<file path="src/hw/ecit_defs.svh">
// Register offsets, field positions and reset values of the edge capture and interval timer.
`ifndef ECIT_DEFS_SVH
`define ECIT_DEFS_SVH

// ****************************************************************
// Register indices; the byte address is four times the index.
// ****************************************************************
`define ECIT_IDX_FRC_LO     6'h20
`define ECIT_IDX_FRC_HI     6'h21
`define ECIT_IDX_A_RISE     6'h22
`define ECIT_IDX_B_RISE     6'h23
`define ECIT_IDX_A_FALL     6'h24
`define ECIT_IDX_B_FALL     6'h25
`define ECIT_IDX_PIT_LO     6'h26
`define ECIT_IDX_PIT_HI     6'h27
`define ECIT_IDX_RLD_LO     6'h28
`define ECIT_IDX_RLD_HI     6'h29
`define ECIT_IDX_CONFIG     6'h2A
`define ECIT_IDX_IRQ_EN     6'h2B
`define ECIT_IDX_IRQ_STAT   6'h2C
`define ECIT_IDX_PIT_IRQ    6'h2D

// ****************************************************************
// Field positions, reset values and bus answers.
// ****************************************************************
`define ECIT_CFG_HOLD_BIT   7
`define ECIT_CFG_PRE_MSB    6
`define ECIT_CFG_PRE_LSB    4
`define ECIT_CFG_COMB_BIT   3
`define ECIT_PIT_EN_BIT     0
`define ECIT_PIT_PEND_BIT   1
`define ECIT_RST_BYTE       8'h00
`define ECIT_RST_NIB        4'h0
`define ECIT_RST_WORD       16'h0000
`define ECIT_RST_PIT        12'h000
`define ECIT_RESP_OKAY      2'h0
`define ECIT_RESP_SLVERR    2'h2
`define ECIT_CAPT_DIV       4
`define ECIT_PIT_DIV        10

`endif

</file>
<file path="src/hw/ecit_pkg.sv">
// Shared types of the edge capture and interval timer.
package ecit_pkg;

  // One register byte.
  typedef logic [7:0] ecit_byte_type;

  // Layout of the capture configuration register.
  typedef struct packed {
    logic       first_hold;
    logic [2:0] prescale;
    logic       combine_wide_capture;
    logic [2:0] reserved;
  } ecit_cfg_type;

endpackage

</file>
<file path="src/hw/ecit_pit_if.sv">
// Signals between the register block and the interval timer core.
`timescale 1ns/10ps
interface ecit_pit_if;
  logic        tick;      // One-cycle count enable.
  logic [11:0] reload;    // Reload value.
  logic        rd_low;    // Low count byte is being read.
  logic [11:0] count;     // Live count.
  logic [3:0]  nib_hold;  // Upper nibble held at the last low read.
  logic        expire;    // Terminal count pulse.

  modport regs (output tick, reload, rd_low, input count, nib_hold, expire);
  modport pit  (input tick, reload, rd_low, output count, nib_hold, expire);
endinterface

</file>
<file path="src/hw/ecit_top.sv">
// Edge capture and interval timer block with an AXI4-Lite register slave.
`timescale 1ns/10ps
`include "ecit_defs.svh"
module ecit_top
  import ecit_pkg::*;
#(
  parameter int CAPT_DIV = `ECIT_CAPT_DIV, // Reference cycles per capture clock tick.
  parameter int PIT_DIV  = `ECIT_PIT_DIV   // Reference cycles per interval tick.
) (
  input  wire logic        ref_clk_in,       // 10 MHz clock.
  input  wire logic        resetn_in,        // Asynchronous reset, active low.
  input  wire logic        capture_in_a,     // Capture pin A.
  input  wire logic        capture_in_b,     // Capture pin B.
  input  wire logic [7:0]  s_axi_awaddr_in,  // Write address.
  input  wire logic        s_axi_awvalid_in, // Write address valid.
  output logic             s_axi_awready_out,// Write address ready.
  input  wire logic [31:0] s_axi_wdata_in,   // Write data.
  input  wire logic [3:0]  s_axi_wstrb_in,   // Write strobes.
  input  wire logic        s_axi_wvalid_in,  // Write data valid.
  output logic             s_axi_wready_out, // Write data ready.
  output logic [1:0]       s_axi_bresp_out,  // Write response.
  output logic             s_axi_bvalid_out, // Write response valid.
  input  wire logic        s_axi_bready_in,  // Write response ready.
  input  wire logic [7:0]  s_axi_araddr_in,  // Read address.
  input  wire logic        s_axi_arvalid_in, // Read address valid.
  output logic             s_axi_arready_out,// Read address ready.
  output logic [31:0]      s_axi_rdata_out,  // Read data.
  output logic [1:0]       s_axi_rresp_out,  // Read response.
  output logic             s_axi_rvalid_out, // Read data valid.
  input  wire logic        s_axi_rready_in,  // Read data ready.
  output logic             irq_out           // Level interrupt, active high.
);
  // ****************************************************************
  // Declarations.
  // ****************************************************************
  logic [15:0]   frc_q;
  logic [7:0]    frc_hold_q;
  logic [15:0]   capt_div_q;
  logic [15:0]   pit_div_q;
  logic          capt_tick_q;
  ecit_byte_type cap_q [4];
  logic [3:0]    hold_q;
  ecit_cfg_type  cfg_q;
  logic [3:0]    irq_en_q;
  logic [3:0]    status_q;
  logic          pit_en_q;
  logic          pit_pend_q;
  ecit_byte_type rld_lo_q;
  logic [3:0]    rld_hi_q;
  logic          a_rise;
  logic          a_fall;
  logic          b_rise;
  logic          b_fall;
  logic [7:0]    slice;
  logic [3:0]    ev;
  logic [3:0]    ld;
  logic [3:0]    rd_cap;
  logic          aw_full_q;
  logic          w_full_q;
  logic [5:0]    aw_idx_q;
  logic [7:0]    wdata_q;
  logic          wbyte_q;
  logic          wr_go;
  logic          ar_hs;
  logic [5:0]    ar_idx;
  logic [7:0]    rd_d;
  logic          rd_ok;
  logic          wr_ok;

  ecit_pit_if pit_bus ();

  // ****************************************************************
  // Pin edges and interval core.
  // ****************************************************************
  ecit_edge_det u_edge_a (
    .clk_in    (ref_clk_in),
    .resetn_in (resetn_in),
    .pin_in    (capture_in_a),
    .rise_out  (a_rise),
    .fall_out  (a_fall)
  );

  ecit_edge_det u_edge_b (
    .clk_in    (ref_clk_in),
    .resetn_in (resetn_in),
    .pin_in    (capture_in_b),
    .rise_out  (b_rise),
    .fall_out  (b_fall)
  );

  ecit_interval u_pit (
    .clk_in    (ref_clk_in),
    .resetn_in (resetn_in),
    .pit       (pit_bus.pit)
  );

  // ****************************************************************
  // Clock dividers and free-running counter.
  // ****************************************************************

  // Both slow rates are enable pulses so the block stays on one clock.
  always_ff @(posedge ref_clk_in or negedge resetn_in) begin
    if (!resetn_in) begin
      capt_div_q   <= `ECIT_RST_WORD;
      pit_div_q    <= `ECIT_RST_WORD;
      capt_tick_q  <= 1'b0;
      pit_bus.tick <= 1'b0;
    end else begin
      capt_tick_q  <= (capt_div_q == 16'(CAPT_DIV - 1));
      pit_bus.tick <= (pit_div_q == 16'(PIT_DIV - 1));
      capt_div_q   <= (capt_div_q == 16'(CAPT_DIV - 1)) ? 16'h0000 : capt_div_q + 16'h0001;
      pit_div_q    <= (pit_div_q == 16'(PIT_DIV - 1)) ? 16'h0000 : pit_div_q + 16'h0001;
    end
  end

  // Low read latches the high byte so software sees one coherent value.
  always_ff @(posedge ref_clk_in or negedge resetn_in) begin
    if (!resetn_in) begin
      frc_q      <= `ECIT_RST_WORD;
      frc_hold_q <= `ECIT_RST_BYTE;
    end else begin
      if (capt_tick_q) begin
        frc_q <= frc_q + 16'h0001;
      end
      if (ar_hs && ar_idx == `ECIT_IDX_FRC_LO) begin
        frc_hold_q <= frc_q[15:8];
      end
    end
  end

  // ****************************************************************
  // Capture loading.
  // ****************************************************************

  // The prescale code shifts the counter so bits n+7..n land in the byte.
  assign slice = 8'(frc_q >> cfg_q.prescale);
  assign ev    = {b_fall, b_rise, a_fall, a_rise};

  // Register order is A rise, A fall, B rise, B fall. In combined mode the
  // B registers follow A's loads, so a held A also freezes its upper byte.
  always_comb begin
    ld[0] = ev[0] & ~(cfg_q.first_hold & hold_q[0]);
    ld[1] = ev[1] & ~(cfg_q.first_hold & hold_q[1]);
    if (cfg_q.combine_wide_capture) begin
      ld[2] = ld[0];
      ld[3] = ld[1];
    end else begin
      ld[2] = b_rise & ~(cfg_q.first_hold & hold_q[2]);
      ld[3] = b_fall & ~(cfg_q.first_hold & hold_q[3]);
    end
  end

  // Read strobes for the four capture registers, same order.
  assign rd_cap = {ar_hs && ar_idx == `ECIT_IDX_B_FALL,
                   ar_hs && ar_idx == `ECIT_IDX_B_RISE,
                   ar_hs && ar_idx == `ECIT_IDX_A_FALL,
                   ar_hs && ar_idx == `ECIT_IDX_A_RISE};

  // Hardware loads win over a software write in the same cycle.
  always_ff @(posedge ref_clk_in or negedge resetn_in) begin
    if (!resetn_in) begin
      for (int i = 0; i < 4; i++) begin
        cap_q[i] <= `ECIT_RST_BYTE;
      end
    end else begin
      for (int i = 0; i < 4; i++) begin
        if (ld[i]) begin
          if (cfg_q.combine_wide_capture) begin
            cap_q[i] <= (i < 2) ? frc_q[7:0] : frc_q[15:8];
          end else begin
            cap_q[i] <= slice;
          end
        end else if (wr_go && wbyte_q && aw_idx_q == wr_cap_idx(i)) begin
          cap_q[i] <= wdata_q;
        end
      end
    end
  end

  // A hold flag marks a register that keeps its first edge until read.
  always_ff @(posedge ref_clk_in or negedge resetn_in) begin
    if (!resetn_in) begin
      hold_q <= `ECIT_RST_NIB;
    end else if (!cfg_q.first_hold) begin
      hold_q <= `ECIT_RST_NIB;
    end else begin
      hold_q <= (hold_q & ~rd_cap) | ld;
    end
  end

  // Maps a capture slot to its register index.
  function automatic logic [5:0] wr_cap_idx(input int slot);
    logic [5:0] r;
    r = `ECIT_IDX_A_RISE;
    unique case (slot)
      0: r = `ECIT_IDX_A_RISE;
      1: r = `ECIT_IDX_A_FALL;
      2: r = `ECIT_IDX_B_RISE;
      default: r = `ECIT_IDX_B_FALL;
    endcase
    return r;
  endfunction

  // ****************************************************************
  // Status, enables and interrupt.
  // ****************************************************************

  // A new edge wins over a write-one clear arriving in the same cycle.
  // B's edges are ignored while the captures are combined.
  always_ff @(posedge ref_clk_in or negedge resetn_in) begin
    if (!resetn_in) begin
      status_q   <= `ECIT_RST_NIB;
      pit_pend_q <= 1'b0;
    end else begin
      status_q <= (status_q & ~((wr_go && wbyte_q && aw_idx_q == `ECIT_IDX_IRQ_STAT) ?
                   wdata_q[3:0] : 4'h0))
                  | {ev[3:2] & {2{~cfg_q.combine_wide_capture}}, ev[1:0]};
      pit_pend_q <= (pit_pend_q & ~(wr_go && wbyte_q && aw_idx_q == `ECIT_IDX_PIT_IRQ &&
                     wdata_q[`ECIT_PIT_PEND_BIT])) | pit_bus.expire;
    end
  end

  // Software-written control bytes; these steer capture and interrupts.
  always_ff @(posedge ref_clk_in or negedge resetn_in) begin
    if (!resetn_in) begin
      cfg_q    <= ecit_cfg_type'(`ECIT_RST_BYTE);
      irq_en_q <= `ECIT_RST_NIB;
      pit_en_q <= 1'b0;
      rld_lo_q <= `ECIT_RST_BYTE;
      rld_hi_q <= `ECIT_RST_NIB;
    end else if (wr_go && wbyte_q) begin
      unique case (aw_idx_q)
        `ECIT_IDX_CONFIG:  cfg_q    <= ecit_cfg_type'({wdata_q[7:3], 3'h0});
        `ECIT_IDX_IRQ_EN:  irq_en_q <= wdata_q[3:0];
        `ECIT_IDX_PIT_IRQ: pit_en_q <= wdata_q[`ECIT_PIT_EN_BIT];
        `ECIT_IDX_RLD_LO:  rld_lo_q <= wdata_q;
        `ECIT_IDX_RLD_HI:  rld_hi_q <= wdata_q[3:0];
        default: ;
      endcase
    end
  end

  // The reload pair is used as stored; the timer picks it up at its next
  // terminal count, so one that falls between the low and high writes loads a mix of two values.
  assign pit_bus.reload = {rld_hi_q, rld_lo_q};
  assign pit_bus.rd_low = ar_hs && ar_idx == `ECIT_IDX_PIT_LO;

  // Registered level interrupt from any enabled pending source.
  always_ff @(posedge ref_clk_in or negedge resetn_in) begin
    if (!resetn_in) begin
      irq_out <= 1'b0;
    end else begin
      irq_out <= |(status_q & irq_en_q) | (pit_pend_q & pit_en_q);
    end
  end

  // ****************************************************************
  // AXI4-Lite write channel.
  // ****************************************************************
  assign wr_go = aw_full_q & w_full_q & ~s_axi_bvalid_out;

  // Address and data are taken in either order; the write lands once both are held.
  always_ff @(posedge ref_clk_in or negedge resetn_in) begin
    if (!resetn_in) begin
      aw_full_q         <= 1'b0;
      w_full_q          <= 1'b0;
      aw_idx_q          <= 6'h00;
      wdata_q           <= `ECIT_RST_BYTE;
      wbyte_q           <= 1'b0;
      s_axi_awready_out <= 1'b1;
      s_axi_wready_out  <= 1'b1;
      s_axi_bvalid_out  <= 1'b0;
      s_axi_bresp_out   <= `ECIT_RESP_OKAY;
    end else begin
      if (s_axi_awvalid_in && s_axi_awready_out) begin
        aw_full_q         <= 1'b1;
        aw_idx_q          <= s_axi_awaddr_in[7:2];
        s_axi_awready_out <= 1'b0;
      end
      if (s_axi_wvalid_in && s_axi_wready_out) begin
        w_full_q         <= 1'b1;
        wdata_q          <= s_axi_wdata_in[7:0];
        wbyte_q          <= s_axi_wstrb_in[0];
        s_axi_wready_out <= 1'b0;
      end
      if (wr_go) begin
        aw_full_q        <= 1'b0;
        w_full_q         <= 1'b0;
        s_axi_bvalid_out <= 1'b1;
        s_axi_bresp_out  <= wr_ok ? `ECIT_RESP_OKAY : `ECIT_RESP_SLVERR;
      end else if (s_axi_bvalid_out && s_axi_bready_in) begin
        s_axi_bvalid_out  <= 1'b0;
        s_axi_awready_out <= 1'b1;
        s_axi_wready_out  <= 1'b1;
      end
    end
  end

  // Read-only and unmapped words answer with an error on writes.
  assign wr_ok = (aw_idx_q >= `ECIT_IDX_A_RISE) && (aw_idx_q <= `ECIT_IDX_PIT_IRQ) &&
                 (aw_idx_q != `ECIT_IDX_PIT_LO) && (aw_idx_q != `ECIT_IDX_PIT_HI);

  // ****************************************************************
  // AXI4-Lite read channel.
  // ****************************************************************
  assign ar_hs  = s_axi_arvalid_in & s_axi_arready_out;
  assign ar_idx = s_axi_araddr_in[7:2];

  // Read data multiplexer; reserved bits read as zero.
  always_comb begin
    rd_d  = 8'h00;
    rd_ok = 1'b1;
    unique case (ar_idx)
      `ECIT_IDX_FRC_LO:   rd_d = frc_q[7:0];
      `ECIT_IDX_FRC_HI:   rd_d = frc_hold_q;
      `ECIT_IDX_A_RISE:   rd_d = cap_q[0];
      `ECIT_IDX_A_FALL:   rd_d = cap_q[1];
      `ECIT_IDX_B_RISE:   rd_d = cap_q[2];
      `ECIT_IDX_B_FALL:   rd_d = cap_q[3];
      `ECIT_IDX_PIT_LO:   rd_d = pit_bus.count[7:0];
      `ECIT_IDX_PIT_HI:   rd_d = {4'h0, pit_bus.nib_hold};
      `ECIT_IDX_RLD_LO:   rd_d = rld_lo_q;
      `ECIT_IDX_RLD_HI:   rd_d = {4'h0, rld_hi_q};
      `ECIT_IDX_CONFIG:   rd_d = cfg_q;
      `ECIT_IDX_IRQ_EN:   rd_d = {4'h0, irq_en_q};
      `ECIT_IDX_IRQ_STAT: rd_d = {4'h0, status_q};
      `ECIT_IDX_PIT_IRQ:  rd_d = {6'h00, pit_pend_q, pit_en_q};
      default:            rd_ok = 1'b0;
    endcase
  end

  // One read at a time: data is registered the cycle after the address.
  always_ff @(posedge ref_clk_in or negedge resetn_in) begin
    if (!resetn_in) begin
      s_axi_arready_out <= 1'b1;
      s_axi_rvalid_out  <= 1'b0;
      s_axi_rdata_out   <= 32'h0000_0000;
      s_axi_rresp_out   <= `ECIT_RESP_OKAY;
    end else if (ar_hs) begin
      s_axi_arready_out <= 1'b0;
      s_axi_rvalid_out  <= 1'b1;
      s_axi_rdata_out   <= {24'h000000, rd_d};
      s_axi_rresp_out   <= rd_ok ? `ECIT_RESP_OKAY : `ECIT_RESP_SLVERR;
    end else if (s_axi_rvalid_out && s_axi_rready_in) begin
      s_axi_rvalid_out  <= 1'b0;
      s_axi_arready_out <= 1'b1;
    end
  end
endmodule

</file>
<file path="src/hw/ecit_edge_det.sv">
// Pin synchroniser with rising and falling edge pulses.
`timescale 1ns/10ps
module ecit_edge_det (
  input  wire logic clk_in,     // System clock.
  input  wire logic resetn_in,  // Asynchronous reset, active low.
  input  wire logic pin_in,     // Asynchronous capture pin.
  output logic      rise_out,   // One-cycle rising edge pulse.
  output logic      fall_out    // One-cycle falling edge pulse.
);
  logic sync1_q;
  logic sync2_q;
  logic prev_q;

  // Two flops tame metastability; only the second one is compared.
  always_ff @(posedge clk_in or negedge resetn_in) begin
    if (!resetn_in) begin
      sync1_q  <= 1'b0;
      sync2_q  <= 1'b0;
      prev_q   <= 1'b0;
      rise_out <= 1'b0;
      fall_out <= 1'b0;
    end else begin
      sync1_q  <= pin_in;
      sync2_q  <= sync1_q;
      prev_q   <= sync2_q;
      rise_out <= sync2_q & ~prev_q;
      fall_out <= ~sync2_q & prev_q;
    end
  end
endmodule

</file>
<file path="src/hw/ecit_interval.sv">
// Twelve-bit down-counting interval timer with auto reload and nibble hold.
`timescale 1ns/10ps
`include "ecit_defs.svh"
module ecit_interval (
  input  wire logic clk_in,     // System clock.
  input  wire logic resetn_in,  // Asynchronous reset, active low.
  ecit_pit_if.pit   pit         // Link to the register block.
);
  // Count down on each tick; at zero signal expiry and reload.
  always_ff @(posedge clk_in or negedge resetn_in) begin
    if (!resetn_in) begin
      pit.count  <= `ECIT_RST_PIT;
      pit.expire <= 1'b0;
    end else begin
      pit.expire <= 1'b0;
      if (pit.tick) begin
        if (pit.count == 12'h000) begin
          pit.count  <= pit.reload;
          pit.expire <= 1'b1;
        end else begin
          pit.count <= pit.count - 12'h001;
        end
      end
    end
  end

  // Reading the low byte freezes the upper nibble for a coherent pair.
  always_ff @(posedge clk_in or negedge resetn_in) begin
    if (!resetn_in) begin
      pit.nib_hold <= `ECIT_RST_NIB;
    end else if (pit.rd_low) begin
      pit.nib_hold <= pit.count[11:8];
    end
  end
endmodule

</file>
<file path="config.mk">
export PLATFORM = sky130hd
export DESIGN_NAME = ecit_top
export DESIGN_NICKNAME = d
export VERILOG_FILES = /design/src/hw/ecit_pkg.sv /design/src/hw/ecit_pit_if.sv /design/src/hw/ecit_top.sv /design/src/hw/ecit_edge_det.sv /design/src/hw/ecit_interval.sv
export VERILOG_INCLUDE_DIRS = /design/src /design/src/hw
export SDC_FILE = /design/constraint.sdc
export NUM_CORES = 1
export LEC_CHECK = 0
export BUFFER_PORTS_ARGS = -buffer_cell sky130_fd_sc_hd__buf_2
export CAP_MARGIN = 20
export CELL_PAD_IN_SITES_DETAIL_PLACEMENT = 0
export CELL_PAD_IN_SITES_GLOBAL_PLACEMENT = 1
export CORE_UTILIZATION = 47
export DETAILED_ROUTE_END_ITERATION = 12
export PLACE_DENSITY_LB_ADDON = 0.3
export SLEW_MARGIN = 20
export SYNTH_ARGS = -nofsm -noshare
export SYNTH_HDL_FRONTEND = slang
export SYNTH_SLANG_ARGS = --single-unit
</file>
<file path="constraint.sdc">
create_clock -name ref_clk_in -period 2.3 [get_ports ref_clk_in]
set_input_delay 0.115 -clock ref_clk_in [delete_from_list [all_inputs] [get_ports ref_clk_in]]
set_output_delay 0.115 -clock ref_clk_in [all_outputs]
set_load 0.01 [all_outputs]
</file>
== After elaboration in Yosys (flattened, before gate mapping) ==
Index checks and enable logic that the tools add are counted.
Word-level totals
  register bits after elaboration: 183
  output and inout port bits: 42
  logic and storage cells: 199
Operators by class
  add/subtract/negate cells: 4
  $lt $le $gt $ge: 2
  eq/ne operators: 28
  shift-type cells: 1
  mux-type cells: 42
  bitwise operators: 38
  reduce and logical (&&, ||, !) cells: 37
Operators with widths (count)
  $eq 6x6->1 const B: 20
  $pmux 8 s14: 1
  $mux 8: 10
  $add 16x1->16 const B: 3
  $mux 16: 2
  $eq 6x6->1: 4
  $mux 6: 4
  $logic_and 1x1->1: 21
  $mux 1: 19
  $and 1x1->1: 17
  $eq 16x2->1 const B: 1
  $eq 16x4->1 const B: 1
  $reduce_bool 2->1: 8
  $shr 16x3->8: 1
  $reduce_or 14->1: 1
  $and 4x4->4: 3
  $logic_not 12->1: 1
  $mux 12: 1
  $ne 6x6->1 const B: 2
  $sub 12x1->12 const B: 1
  $not 1->1: 11
  $reduce_and 2->1: 5
  $mux 4: 2
  $not 4->4: 2
  7 further kinds: 11

== Depth between registers and ports, before layout ==
  word-level depth: 9
  mapped depth: 7
  depth with buffers taken out: 6

== Modules after synthesis ==
Synthesis repeated with hierarchy kept, for this count alone.
Second synthesis, totals
  cell total of the unflattened synthesis: 851
  area total of the unflattened synthesis: 9276.4 sq um
By module, submodules not included
  ecit_top: times used 1, cells each 734, area an instance 8002.7 sq um, sequential area each 3857.4 sq um
  ecit_interval: times used 1, cells each 103, area an instance 993.5 sq um, sequential area each 425.4 sq um
  ecit_edge_det: times used 2, cells each 7, area an instance 140.1 sq um, sequential area each 125.1 sq um

== Least setup slack after synthesis ==
No wires, ideal clock.
  kind: reg-to-reg
  start: reg s_axi_bvalid_out
  end: reg cfg_q[3] (netlist name)
  arrival time: 1615 ps
  slack: 560 ps
  stages on the path, launching flop included: 5
  path buffers: 1
  clock period less this slack: 1740 ps
  cells stage by stage: dfrtp_1 -> nand3b_4 -> or4_1 -> buf_2 -> mux2_4
Between the ends
  word-level cells in the longest chain between the ends: 4
Ends and longest elaborated chain
  from (decl): line ecit_top.sv:22  | output logic s_axi_bvalid_out,
  from (signal assigned): line ecit_top.sv:272  | s_axi_bvalid_out <= 1'b0;
  from (signal assigned): line ecit_top.sv:289  | s_axi_bvalid_out <= 1'b1;
  from (signal assigned): line ecit_top.sv:292  | s_axi_bvalid_out <= 1'b0;
  $not 1->1: line ecit_top.sv:260  | assign wr_go = aw_full_q & w_full_q & ~s_axi_bvalid_out;
  $and 1x1->1: line ecit_top.sv:260
  $logic_and 1x1->1: line ecit_top.sv:231  | end else if (wr_go && wbyte_q) begin
  $reduce_and 2->1 (no source line)
  to (signal assigned): line ecit_top.sv:226  | cfg_q <= ecit_cfg_type'(`ECIT_RST_BYTE);
  to (signal assigned): line ecit_top.sv:233  | `ECIT_IDX_CONFIG: cfg_q <= ecit_cfg_type'({wdata_q[7:3], 3'h0});
  to (decl): line ecit_top.sv:43  | ecit_cfg_type cfg_q;
No other way between the ends.
A chain may end at the register's enable or synchronous reset.

== Worst setup path after layout ==
  start: reg cfg_q[4] (netlist name)
  end: reg cap_q[3] (netlist name)
Between the ends
  word-level cells in the longest chain between the ends: 3
Ends and longest elaborated chain
  $shr 16x3->8: line ecit_top.sv:136  | assign slice = 8'(frc_q >> cfg_q.prescale);
  $mux 8: line ecit_top.sv:168  | if (cfg_q.combine_wide_capture) begin
  $mux 8: line ecit_top.sv:167  | if (ld[i]) begin
  to (signal, indexed assignment): line ecit_top.sv:169  | cap_q[i] <= (i < 2) ? frc_q[7:0] : frc_q[15:8];
  to (signal, indexed assignment): line ecit_top.sv:171  | cap_q[i] <= slice;
  to (signal, indexed assignment): line ecit_top.sv:174  | cap_q[i] <= wdata_q;
  to (decl): line ecit_top.sv:41  | ecit_byte_type cap_q [4];
No other way between the ends.

==> impl_metrics.ini <==
[run_status]
status = complete, no violations

[hold_path]
hp-class = in2reg
min_to = s_axi_rdata_out[3]$_DFFE_PN0P_
hold_depth = 4
min_from = s_axi_araddr_in[5]

[routing]
ant_nets = 0
wl_per_cell_um = 19.7
vias_per_cell = 5.92
drtPass1Iterations = 7
wl_um = 22800
first_iter_violations = 569
via_count = 6834
drc = 0

[critical_path]
r2r_slack_ns = 0.28
startpoint = cfg_q[4]$_DFFE_PN0P_
worstRegToRegCells = 4
r2r-start = cfg_q[4]$_DFFE_PN0P_
cp_slowest_cell = dfrtp_1
crit_chain = mux2i_1, a22oi_1, nand3_1, a22oi_1
reg2reg_to = cap_q[3]$_DFFE_PN0P_
cp_max_fo = 16
max_stage_delay_ns = 0.89
cp_common_cell = a22oi_1
crit_family = flip-flops
path_class = reg2reg
cp_data_arrival_time_ns = 2.35
critPathBufInv = 0
cp-start-kind = flip-flop
crit_required_ns = 2.64
crit_path_end_kind = flip-flop

[cts]
worstSkewPairLatency_ns = 0.43
htreeDepth = 4
clk_path_buf_depth = 2
numCtsBuffers = 17
root_buffer = clkbuf_16
postCtsResizedCells = 0
cts_tree = built
cts_sinks = 181
path_clk_slew_ns = 0.08

[grt]
antenna_found_initial = 0
grt_pass1_wl_um = 36200
grt_pass1_vias = 6592
grt_overflow = 0
track_usage_pct = 23.5
grt_max_degree = 65

[timing]
holdWs_ns = 0.127
timing.final.max_slew_violations = 0
layout_setup_ws_ns = 0.284
max_slew.worst_pin.slew_ns = 0.830
fmax_ghz = 0.496
skew_ns = 0.0102
setup_viol = 0
min_period_ns = 2.02
maxSlewHeadroom_pct = 44.6
hold_viol = 0
rsz0062_at_grt = false
fin_setup_tns_ns = 0
min_period_over_period_pct = 87.7

[finish]
n_antenna_cell = 0
nFillCells = 1670
final_area_um2 = 10600
final_nets = 944
drive_above_1_share_pct = 20.1
areaGrowthSynthToFinish_pct = 13.7

[floorplanning]
die_h_um = 143
die_w_um = 143
start_util_pct = 47.9
fp.dieArea_um2 = 20400
coreArea_um2 = 19500
ios = 103
rows = 51

[power_and_ir_drop]
leakage_nw = 4.71
power_mw = 9.74
powerDensity_nw_per_um2 = 920
irDropWorstVdd_mv = 0.598

[synthesis]
avgSynthCellArea_um2 = 11.3
yosysWarnings = 0
synth_flop_cell = dfrtp_1
syn_inst = 823
syn-cell-area_um2 = 9310
seq_area_frac_synth_pct = 48.7
synth-edff-count = 0
ys_types = 71
ys_ff_latch = 181
synthArstFlopShare_pct = 100

[placement]
post-dp-hpwl_um = 15800
io_buffers = 45
gp_congestion = 0.827
place_area_um2 = 9720
pre_cts_slack_ns = 0.336

[job]
maxCapViolCount = 0
## layout make-up
type | instances | area [um2] | area share [%]
Clock buffer | 17 | 425 | 4.02
Timing Repair Buffer | 90 | 672 | 6.35
Inverter | 18 | 67.6 | 0.638
Tap cell | 265 | 332 | 3.13
Clock inverter | 15 | 180 | 1.70
Multi-Input combinational cell | 569 | 4380 | 41.3
Sequential cell | 181 | 4530 | 42.8
## cells in the mapped netlist (all sizes together) (8+ instances only)
cell type  instances  area (um2)
nand2             42         160
buf               48         309
mux2              53         616
nor4              11         105
nor3              15        75.1
mux4              11         248
nand3             35         193
dfrtp            178        4450
nor2b              8        50.1
xor2              13         114
a22oi             55         413
a21oi             44         220
nand4             15        93.8
xnor2             30         263
o21ai             19        95.1
mux2i             64         641
clkbuf            32         120
inv               18        67.6
and3              11        68.8
nor2              27         101
## repair_timing
| action | 4_1_cts | 5_1_grt |
|---|---|---|
| hold endpoints to repair | 80 | 0 |
| hold buffers | 26 | 0 |
| buffers inserted | 0 | 0 |
## worst min-delay path: cells and delay by family
family,cells,cell delay [ns]
buffers and inverters,1,0.19
AND/OR/NAND/NOR,2,0.14
AO/OA/AOI/OAI,1,0.07
## layer usage
layer	share of wire [%]	track usage, %
met4	2.4	9.68
met3	6.3	4.59
met1	44	32.3
met5	0	0
met2	48	36.5
## where the power goes
part / switching, mW / internal (mW) / total (mW)
Combinational: 1.07 / 1.03 / 2.10
Clock: 1.41 / 1.57 / 2.98
Sequential: 0.868 / 3.79 / 4.66
Total: 3.35 / 6.39 / 9.74
## registers in the layout, indices dropped and copies added, names as in the netlist, 4 cells and up
name                count
cap_q                  32
capt_div_q             16
cfg_q                   5
u_pit.pit.count        12
irq_en_q                4
rld_lo_q                8
hold_q                  4
wdata_q                 8
status_q                4
u_pit.pit.nib_hold      4
pit_div_q              16
aw_idx_q                6
frc_q                  16
frc_hold_q              8
s_axi_rdata_out         8
rld_hi_q                4
## cells by family (layout without fill, tap and decap cells)
kind of cell | Yosys count | count (layout) | share of synthesized area [%]
muxes | 128 | 128 | 16.1
xor gates and xnor gates | 43 | 43 | 4.04
buffers and inverters | 98 | 140 | 5.33
AOI/OAI and AO/OA | 167 | 167 | 12.2
other | 1 | 26 | 0.0403
DFF | 181 | 181 | 48.7
adders and majority gates | 6 | 6 | 0.806
and+or+nand+nor | 199 | 199 | 12.7
## stage by stage
| step | utilization, % | instances |
|---|---|---|
| final | 54.4 | 1155 |
| after floorplan | - | 848 |
| after global placement | 50.0 | 1097 |
| after global routing | 54.4 | 1155 |
| after detailed placement | 50.0 | 1097 |
| after CTS | 54.4 | 1155 |
## placed cells by master (no fill, tap or decap), types with 4 or more instances in the layout
cell type / n
nand3b_1: 4
o2bb2ai_1: 4
nor3b_1: 5
nand2_1: 41
dlygate4sd3_1: 26
buf_2: 44
nand4_1: 15
conb_1: 26
nor2b_1: 8
xnor2_1: 30
a2bb2oi_1: 5
a21bo_2: 4
and4_1: 5
dfrtp_1: 178
o21ai_0: 18
and3_1: 11
nor3_1: 15
mux4_2: 11
mux2_2: 48
a22oi_1: 55
a21oi_1: 44
nor4_1: 8
xor2_1: 13
mux2i_1: 64
clkbuf_16: 17
nor2_1: 27
nand3_1: 33
a31oi_1: 5
inv_8: 6
mux2_4: 5
inv_1: 18
ha_1: 6
a221oi_1: 6
buf_4: 16
## how the worst max path moves through the flow
| stage | to | cells after the start |
|---|---|---|
| after floorplan | cfg_q[3]$_DFFE_PN0P_ | 4 |
| after global placement | u_pit.pit.count[5]$_DFFE_PN0P_ | 6 |
| after detailed placement | cap_q[19]$_DFFE_PN0P_ | 4 |
| after CTS | cap_q[3]$_DFFE_PN0P_ | 4 |
| after global routing | u_pit.pit.count[2]$_DFFE_PN0P_ | 6 |
| final | cap_q[3]$_DFFE_PN0P_ | 4 |
Power figures use the tool's default switching activity.
